===== src/epvi_regs.svh =====
`ifndef EPVI_REGS_SVH
`define EPVI_REGS_SVH
`define EPVI_CLK_MHZ        125
`define EPVI_PULSE_US       100
`define EPVI_PULSE_CYC      ((`EPVI_PULSE_US * `EPVI_CLK_MHZ))
`define EPVI_SETUP_US       2
`define EPVI_SETUP_CYC      ((`EPVI_SETUP_US * `EPVI_CLK_MHZ))
`define EPVI_READ_NS        200
`define EPVI_READ_CYC       ((`EPVI_READ_NS * `EPVI_CLK_MHZ + 999) / 1000)
`define EPVI_MAX_PULSES     10
`define EPVI_ADDR_W         14
`define EPVI_DATA_W         16
`define EPVI_ID_LO_BIT      0
`endif


===== src/epvi_pkg.sv =====
package epvi_pkg;
  `include "epvi_regs.svh"
  typedef enum logic [1:0] {EPVI_OP_READ, EPVI_OP_PROG, EPVI_OP_IDENT} epvi_op_t;
  typedef enum {EPVI_IDLE, EPVI_SETUP, EPVI_PULSE, EPVI_RECOVER, EPVI_SAMPLE,
                EPVI_DONE} epvi_state_t;
  typedef struct packed {
    logic [13:0] addr;
    logic [15:0] data_out;
    logic        data_oe;
    logic        chip_sel_n;
    logic        out_gate_n;
    logic        program_strobe_low;
    logic        raised_voltage_level;
    logic        identity_select_line;
  } epvi_pins_t;
  typedef struct packed {
    logic        valid;
    epvi_op_t    op;
    logic [13:0] addr;
    logic [15:0] data;
  } epvi_req_t;
  typedef struct packed {
    logic        done;
    logic        fail;
    logic [15:0] data;
    logic [3:0]  pulses;
  } epvi_rsp_t;
  typedef struct packed {
    epvi_state_t st;
    epvi_op_t    op;
    logic [15:0] cnt;
    logic [3:0]  pulses;
    logic        ready;
    logic [15:0] wdata;
    epvi_pins_t  pins;
    epvi_rsp_t   rsp;
  } epvi_state_all_t;
endpackage


===== src/epvi_prog_host.sv =====
// Function
// - Pulse each word up to ten times at 100 us, verifying after each.
// - Program needs raised supply, gate high, select low, strobe pulsed low.
// - Present 14-bit address and 16-bit data during programming.
// - Hold address and data stable before the low strobe pulse.
// - Verify: raised supply, gate low, select low, strobe high; device drives.
// - Read back and compare every programmed word.
// - Identity mode: identity line raised, select and gate low.
// - Identity codes may be read before programming.
// - Read mode: select and gate low, device drives stored word.
`timescale 1ns/1ps
`include "epvi_regs.svh"
module epvi_prog_host (
  input  wire logic                 CLK_SYS,
  input  wire logic                 RST_N,
  input  wire epvi_pkg::epvi_req_t  REQ,
  output logic                      REQ_READY,
  output epvi_pkg::epvi_rsp_t       RSP,
  output epvi_pkg::epvi_pins_t      PINS,
  input  wire logic [15:0]          DATA_IN
);
  import epvi_pkg::*;

  // Countdowns load one less than their span: the cycle that reads zero counts too
  function automatic logic [15:0] epvi_cyc(input int unsigned c);
    epvi_cyc = 16'(c - 1);
  endfunction

  function automatic logic epvi_expired(input logic [15:0] c);
    epvi_expired = (c == 16'h0000);
  endfunction

  function automatic logic [15:0] epvi_count_down(input logic [15:0] c);
    epvi_count_down = c - 16'h0001;
  endfunction

  function automatic logic epvi_is_prog(input epvi_op_t op);
    epvi_is_prog = (op == EPVI_OP_PROG);
  endfunction

  // A word that never verifies costs ten full rounds, about 1.1 ms, before fail
  localparam logic [15:0] setup_load = epvi_cyc(`EPVI_SETUP_CYC);
  localparam logic [15:0] pulse_load = epvi_cyc(`EPVI_PULSE_CYC);
  // The read span covers the 200 ns access time, rounded up to whole clock cycles
  localparam logic [15:0] read_load  = epvi_cyc(`EPVI_READ_CYC);
  localparam logic [3:0]  max_pulses = 4'(`EPVI_MAX_PULSES);

  // Program setup: gate closed, host drives the word, strobe still high
  function automatic epvi_pins_t epvi_pins_prog(input epvi_pins_t p);
    epvi_pins_prog                      = p;
    epvi_pins_prog.chip_sel_n           = 1'b0;
    epvi_pins_prog.out_gate_n           = 1'b1;
    epvi_pins_prog.program_strobe_low   = 1'b1;
    epvi_pins_prog.raised_voltage_level = 1'b1;
    epvi_pins_prog.identity_select_line = 1'b0;
    epvi_pins_prog.data_oe              = 1'b1;
  endfunction

  // Read, identity and verify: gate open, strobe high, host off the data bus
  function automatic epvi_pins_t epvi_pins_look(input epvi_pins_t p);
    epvi_pins_look                    = p;
    epvi_pins_look.chip_sel_n         = 1'b0;
    epvi_pins_look.out_gate_n         = 1'b0;
    epvi_pins_look.program_strobe_low = 1'b1;
    epvi_pins_look.data_oe            = 1'b0;
  endfunction

  // At rest the device is deselected and gated off, with both raised levels down
  function automatic epvi_pins_t epvi_pins_rest(input epvi_pins_t p);
    epvi_pins_rest                      = p;
    epvi_pins_rest.chip_sel_n           = 1'b1;
    epvi_pins_rest.out_gate_n           = 1'b1;
    epvi_pins_rest.program_strobe_low   = 1'b1;
    epvi_pins_rest.raised_voltage_level = 1'b0;
    epvi_pins_rest.identity_select_line = 1'b0;
    epvi_pins_rest.data_oe              = 1'b0;
  endfunction

  // Reset state is a constant so the asynchronous reset branch stays free of logic
  localparam epvi_state_all_t state_reset = '{
    st:     EPVI_IDLE,
    op:     EPVI_OP_READ,
    cnt:    16'h0000,
    pulses: 4'h0,
    ready:  1'b1,
    wdata:  16'h0000,
    pins:   epvi_pins_rest('0),
    rsp:    '{
      done:   1'b0,
      fail:   1'b0,
      data:   16'h0000,
      pulses: 4'h0
    }
  };

  epvi_state_all_t s;
  epvi_state_all_t next_s;

  // One transfer at a time; a request seen while ready is low is not taken,
  // so the caller keeps it up until ready shows
  always_comb begin
    next_s          = s;
    next_s.rsp.done = 1'b0;

    unique case (s.st)
      EPVI_IDLE: begin
        if (REQ.valid) begin
          next_s.op        = REQ.op;
          next_s.wdata     = REQ.data;
          next_s.pulses    = 4'h0;
          next_s.ready     = 1'b0;
          next_s.rsp.fail  = 1'b0;
          next_s.cnt       = setup_load;
          next_s.st        = EPVI_SETUP;
          next_s.pins.addr = REQ.addr;
          if (epvi_is_prog(REQ.op)) begin
            // Erased cells read one, so the zeros of this word are the bits that get written
            next_s.pins          = epvi_pins_prog(next_s.pins);
            next_s.pins.data_out = REQ.data;
          end else begin
            next_s.pins                      = epvi_pins_look(next_s.pins);
            next_s.pins.raised_voltage_level = 1'b0;
            // Identity is a read with the select line raised; it may come before programming
            next_s.pins.identity_select_line = (REQ.op == EPVI_OP_IDENT);
          end
        end
      end

      EPVI_SETUP: begin
        if (!epvi_expired(s.cnt)) begin
          next_s.cnt = epvi_count_down(s.cnt);
        end else if (epvi_is_prog(s.op)) begin
          // Address and data have stood for a full setup span before the strobe falls
          next_s.pins.program_strobe_low = 1'b0;
          next_s.pulses                  = s.pulses + 4'h1;
          next_s.cnt                     = pulse_load;
          next_s.st                      = EPVI_PULSE;
        end else begin
          // Read and identity wait one access span before the word is sampled
          next_s.cnt = read_load;
          next_s.st  = EPVI_SAMPLE;
        end
      end

      EPVI_PULSE: begin
        if (!epvi_expired(s.cnt)) begin
          next_s.cnt = epvi_count_down(s.cnt);
        end else begin
          // Data stays driven past the strobe rise to give the cell its hold time
          next_s.pins.program_strobe_low = 1'b1;
          next_s.cnt                     = setup_load;
          next_s.st                      = EPVI_RECOVER;
        end
      end

      EPVI_RECOVER: begin
        if (!epvi_expired(s.cnt)) begin
          next_s.cnt = epvi_count_down(s.cnt);
        end else begin
          // The supply stays raised, so the device answers in verify mode
          next_s.pins = epvi_pins_look(s.pins);
          next_s.cnt  = setup_load;
          next_s.st   = EPVI_SAMPLE;
        end
      end

      EPVI_SAMPLE: begin
        if (!epvi_expired(s.cnt)) begin
          next_s.cnt = epvi_count_down(s.cnt);
        end else begin
          next_s.rsp.data = DATA_IN;
          if (!epvi_is_prog(s.op)) begin
            next_s.st = EPVI_DONE;
          end else if (DATA_IN == s.wdata) begin
            // No extra pulse once the word reads back right
            next_s.st = EPVI_DONE;
          end else if (s.pulses == max_pulses) begin
            next_s.rsp.fail = 1'b1;
            next_s.st       = EPVI_DONE;
          end else begin
            // Gate closes and the word is driven again before the next setup span
            next_s.pins = epvi_pins_prog(s.pins);
            next_s.cnt  = setup_load;
            next_s.st   = EPVI_SETUP;
          end
        end
      end

      EPVI_DONE: begin
        // Done pulses for one cycle while the pins return to rest
        next_s.rsp.done   = 1'b1;
        next_s.rsp.pulses = s.pulses;
        next_s.ready      = 1'b1;
        next_s.pins       = epvi_pins_rest(s.pins);
        next_s.st         = EPVI_IDLE;
      end
    endcase
  end

  // Reset drops every pin to rest at once, so the raised levels never outlive it
  always_ff @(posedge CLK_SYS or negedge RST_N) begin
    if (!RST_N) begin
      s <= state_reset;
    end else begin
      s <= next_s;
    end
  end

  // Outputs are copies of state flops; no gate sits between a flop and a pin
  assign REQ_READY = s.ready;
  assign RSP       = s.rsp;
  assign PINS      = s.pins;
endmodule


===== config.mk =====
export PLATFORM = sky130hd
export DESIGN_NAME = epvi_prog_host
export DESIGN_NICKNAME = d
export VERILOG_FILES = /design/src/epvi_pkg.sv /design/src/epvi_prog_host.sv
export VERILOG_INCLUDE_DIRS = /design/src
export SDC_FILE = /design/constraint.sdc
export NUM_CORES = 1
export LEC_CHECK = 0
export BUFFER_PORTS_ARGS = -buffer_cell sky130_fd_sc_hd__buf_2
export CORE_MARGIN = 8
export CORE_UTILIZATION = 40
export DETAILED_ROUTE_END_ITERATION = 7
export SLEW_MARGIN = 30
export SYNTH_ARGS = -nofsm -noshare
export SYNTH_HDL_FRONTEND = slang
export SYNTH_SLANG_ARGS = --single-unit
export TNS_END_PERCENT = 5

===== constraint.sdc =====
create_clock -name CLK_SYS -period 2.4 [get_ports CLK_SYS]
set_input_delay 0.12 -clock CLK_SYS [delete_from_list [all_inputs] [get_ports CLK_SYS]]
set_output_delay 0.12 -clock CLK_SYS [all_outputs]
set_load 0.02 [all_outputs]

# After elaboration in Yosys (flattened, before gate mapping)
# Index checks and enable logic that the tools add are counted.
# Widths: inputs -> output; s select.
# op_classes
addsub,2
eq_ne,23
mux,41
bitwise,3
reduce_logical,21
# op_table
op,count
$mux 32,6
$pmux 32 s6,1
$pmux 33 s4,1
$mux 107,1
$mux 16,6
$eq 32x2->1 const B,2
$eq 32x3->1 const B,2
$pmux 16 s4,1
$eq 32x1->1 const B,1
$logic_not 32->1,1
$mux 6,5
$mux 22,1
$ne 2x2->1 const B,10
$mux 17,1
$eq 16x16->1,1
$logic_not 16->1,1
$sub 16x1->16 const B,1
$reduce_and 5->1,3
$mux 14,1
$reduce_and 7->1,2
$reduce_and 6->1,2
$ne 3x3->1 const B,3
$reduce_and 9->1,1
$mux 1,8
17 further kinds,28
# word_totals
ff_bits,129
input_bits,51
out_inout_bits,59
word_cells,108

# Depth between registers and ports, before layout
# depth
ltp_word,6
depth_mapped,9
ltp_nobuf,8

# Worst setup path before layout
# Ideal clock, no wire load.
# synth_path
path_type,reg2reg
start,register s[79] (netlist bit)
end,register s (netlist bit RSP[10])
setup_time_ns,0.128
t_arrival_ns,1.900
required_time_ns,2.272
setup_slack_ns,0.373
stages_incl_launch_ff,8
path_buffers,1
synth_period_minus_slack_ns,2.027
cell_sequence,dfrtp_1 inv_1 ha_1 nor4b_2 nand4_2 nor2_4 buf_4 mux2_1
# synth_via
elab_chain_cells,2
# synth_rtl
item,line,rtl
from (decl),epvi_prog_host.sv:96,epvi_state_all_t s;
from (signal assigned),epvi_prog_host.sv:203,s <= state_reset;
from (signal assigned),epvi_prog_host.sv:205,s <= next_s;
$logic_not 16->1,epvi_prog_host.sv:30,epvi_expired = (c == 16'h0000);
$reduce_and 2->1 (no line),-,
# Every way passes these cells.
# A chain may end at the register's enable or synchronous reset.

# Final worst setup path
# layout_path
start,register s[79] (netlist bit)
end,register s (netlist bit PINS[3])
# layout_via
elab_chain_cells,3
elab_cells_between_ends,4
cone_classes,2 x eq/ne; 2 x reduce/logical
# layout_rtl
item,line
$logic_not 16->1 (*),epvi_prog_host.sv:30
$ne 2x2->1 (no line),-
$reduce_and 7->1 (no line) (*),-
# Every way passes the cells marked *; elsewhere a longest branch is shown, timed or not.

==> impl_metrics.csv <==
group,metric,value,unit
status,status,"completed",
timing,relSlewSlack,0.665,
critical_path,cp_max_fo,6,
drt,wl_per_cell,16.0,µm
synthesis,ys_ff_latch,100,
clocking,clock_latency,0.35,ns
synthesis,mappedNetlistNets,571,
min_path,hold_path.class,"in2reg",
timing,fin_ws,0.188,ns
drt,drt_iter0_drc,276,
layout,insertedDiodeCount,0,
drt,detail_route.wirelength,12.6,mm
critical_path,crit_type,"reg2reg",
clocking,path_clk_slew,0.07,ns
drt,remaining_drc_errors,0,
place,place_ws,0.0927,ns
critical_path,startpoint,"s[79]",
critical_path,crit_path_cell_trace,"inv_1, ha_1, nor4b_4, and4_2, nand2_1, or4_1, a31oi_1",
place,io_buffers,109,
global_route,top_usage_layer,"met2",
power_and_ir_drop,p_per_area,523,mW/mm²
timing,fin_skew,0.0109,ns
layout,finalNetCount,661,
power_and_ir_drop,peakVddDrop,0.425,mV
synthesis,synth_edf_count,0,
synthesis,yosysTopAreaCell,"dfrtp_1",
layout,post_route_cells_drive_above_1_share,0.334,
clocking,cts_setup_buffers,0,
critical_path,crit_required,2.68,ns
floorplan,die_h,131,µm
synthesis,synthCells,516,
drt,vias_per_cell,5.04,
timing,final_hold_viol_count,0,
global_route,grtUsageMet2,0.248,
synthesis,yosysTopAreaCellShare,0.456,
global_route,grt_max_degree,69,
clocking,tritoncts,"done",
critical_path,r2r_slack,0.19,ns
critical_path,critPathCapture,"PINS[3]",
synthesis,synthArstFlopShare,1.00,
critical_path,critical-path-slowest-cell,"or4_1",
critical_path,reg2reg_depth,7,
critical_path,worstPathArrival,2.49,ns
synthesis,ys_seq_area_frac,0.476,
critical_path,r2r-start,"s[79]",
floorplan,ios,110,
layout,synthToLayoutAreaGrowth,19.3,%
critical_path,end_kind,"register",
global_route,grtUsageTotal,0.153,
clocking,clk_path_buf_depth,2,
synthesis,ys_types,66,
power_and_ir_drop,p_leak,3.13,nW
floorplan,initial_utilization,0.404,
clocking,clock-root-buffer,"clkbuf_16",
drt,vias,3964,
global_route,grtUsageMet1,0.189,
global_route,antenna_found_initial,1,
synthesis,ys_top_cells_by_area,"dfrtp_1 46%, buf_4 8.7%, mux2_2 8.1%",
clocking,h-tree-depth,3,
timing,finalCriticalPeriod,2.21,ns
drt,ant_nets,0,
clocking,cts.sinks,100,
timing,setup_violations,0,
synthesis,yosysWarnings,0,
critical_path,cp-start-kind,"register",
timing,tns,0,ns
timing,clock.fmax,0.452,GHz
global_route,grt_pass1_wl,20.6,mm
job,drv_cap,0,
layout,fin_util,0.482,
synthesis,ys.flop_type,"dfrtp_1",
drt,firstDrtPassIters,4,
global_route,grt_overflow,0,
min_path,hold_path_depth,2,
global_route,grt_pass1_vias,4178,
critical_path,cpPeakStageDelay,0.49,ns
place,post-dp-hpwl,9.28,mm
floorplan,coreArea,0.0130,mm²
timing,worstMarginPinSlew,0.502,ns
timing,slew_viol_final,0,
floorplan,rows,42,
floorplan,die_w,131,µm
synthesis,synth.avg_cell_area,10.2,µm²
synthesis,syn_area,0.00527,mm²
place,gp_routability_congestion,0.872,
critical_path,r2r_end,"PINS[3]",
clocking,cts_buffers,9,
floorplan,die_area,0.0171,mm²
timing,fin_crit_sh,0.921,
global_route,use_met3,0.0402,
==> synthesized netlist by cell type, types with 9 or more instances <==
cell      n
dfrtp_1  96
nand2_1  79
buf_4    61
nor2_1   40
mux2_2   38
o21ai_0  18
xnor2_1  18
a21oi_1  15
nor3_1   11
mux2_1   10
o31ai_1   9
==> metal layers <==
layer / vias up / wire length, µm
li1: 1900 / -
met1: 1923 / 5480
met2: 123 / 6020
met3: 16 / 905
met4: 2 / 214
met5: - / 13
==> cells by family after synthesis <==
family                   Yosys count  share of synthesized area
AND/OR/NAND/NOR                  179                      0.166
flip-flops                       100                      0.476
buffers and inverters             88                      0.111
AO/OA/AOI/OAI                     75                     0.0969
multiplexers                      51                      0.109
XOR/XNOR                          19                     0.0316
adder cells (fa/ha/maj)            4                    0.00950
==> how the worst min path moves through the flow <==
stage / end / slack (ns) / start
2_1_floorplan: PINS[0] / -0.18 / RST_N
3_3_place_gp: RSP[0] / 0.1 / RST_N
3_5_place_dp: RSP[1] / 0.1 / RST_N
4_1_cts: RSP[10] / 0.005 / DATA_IN[6]
5_1_grt: PINS[33] / 0.01 / REQ[27]
6_report: RSP[17] / 0.02 / DATA_IN[13]
==> worst max-delay path: cells and delay by family, from the launching register on <==
kind / cells / cell delay, ns
simple gates: 4 / 1.24
buf+inv: 1 / 0.13
compound gates: 1 / 0.20
flops: 1 / 0.40
fa+ha+maj: 1 / 0.18
==> metrics by stage <==
stage          hold slack (ns)  area [µm²]  power (W)  instances
2_1_floorplan           -0.176        5270    0.00175        516
5_1_grt                 0.0118        6290    0.00343        787
4_1_cts                0.00452        6260    0.00336        787
3_5_place_dp            0.0975        5660    0.00185        740
3_3_place_gp            0.0955        5660    0.00184        740
6_report                0.0230        6290    0.00329        787
==> report_power, final <==
part / switching, W / total, W / leakage [nW] / internal, W
Sequential: 0.00000254 / 0.00169 / 1.29 / 0.00169
Clock: 0.000628 / 0.00144 / 0.139 / 0.000808
Combinational: 0.0000770 / 0.000159 / 1.69 / 0.0000824
Total: 0.000708 / 0.00329 / 3.13 / 0.00258
==> sequential cells by signal, summed over array words and instances, names as in the netlist <==
signal	count
RSP	22
REQ_READY	1
s	41
PINS	36
==> layout by cell type (no fill, tap or decap), drive strengths merged, types with 4 or more instances in the layout <==
cell / n
dfrtp: 96
a31oi: 9
nand3: 7
mux2: 49
nor2b: 4
o31ai: 10
o21ai: 19
nand2b: 6
dfstp: 4
inv: 9
ha: 4
nor4: 8
buf: 128
dlygate4sd3: 31
clkbuf: 10
nor2: 42
nor3: 12
nand2: 80
xnor2: 18
nand4: 6
a21oi: 15
==> area by class of cell <==
class                      instances  area (µm²)
fill                            1278        6750
sequential                       100        2510
multi-input combinational        328        2210
timing repair buffer             159        1030
clock buffer                      10         229
tap                              176         220
clock inverter                     6        63.8
inverter                           8        30.0
==> timing repair <==
| action | in CTS | in global routing |
|---|---|---|
| endpoints found under the hold margin | 64 | 0 |
| resized for setup | 0 | 4 |
| setup endpoints to repair | 0 | 15 |
| hold buffers | 31 | 0 |
No activity file was read; power rests on OpenSTA's default activity.
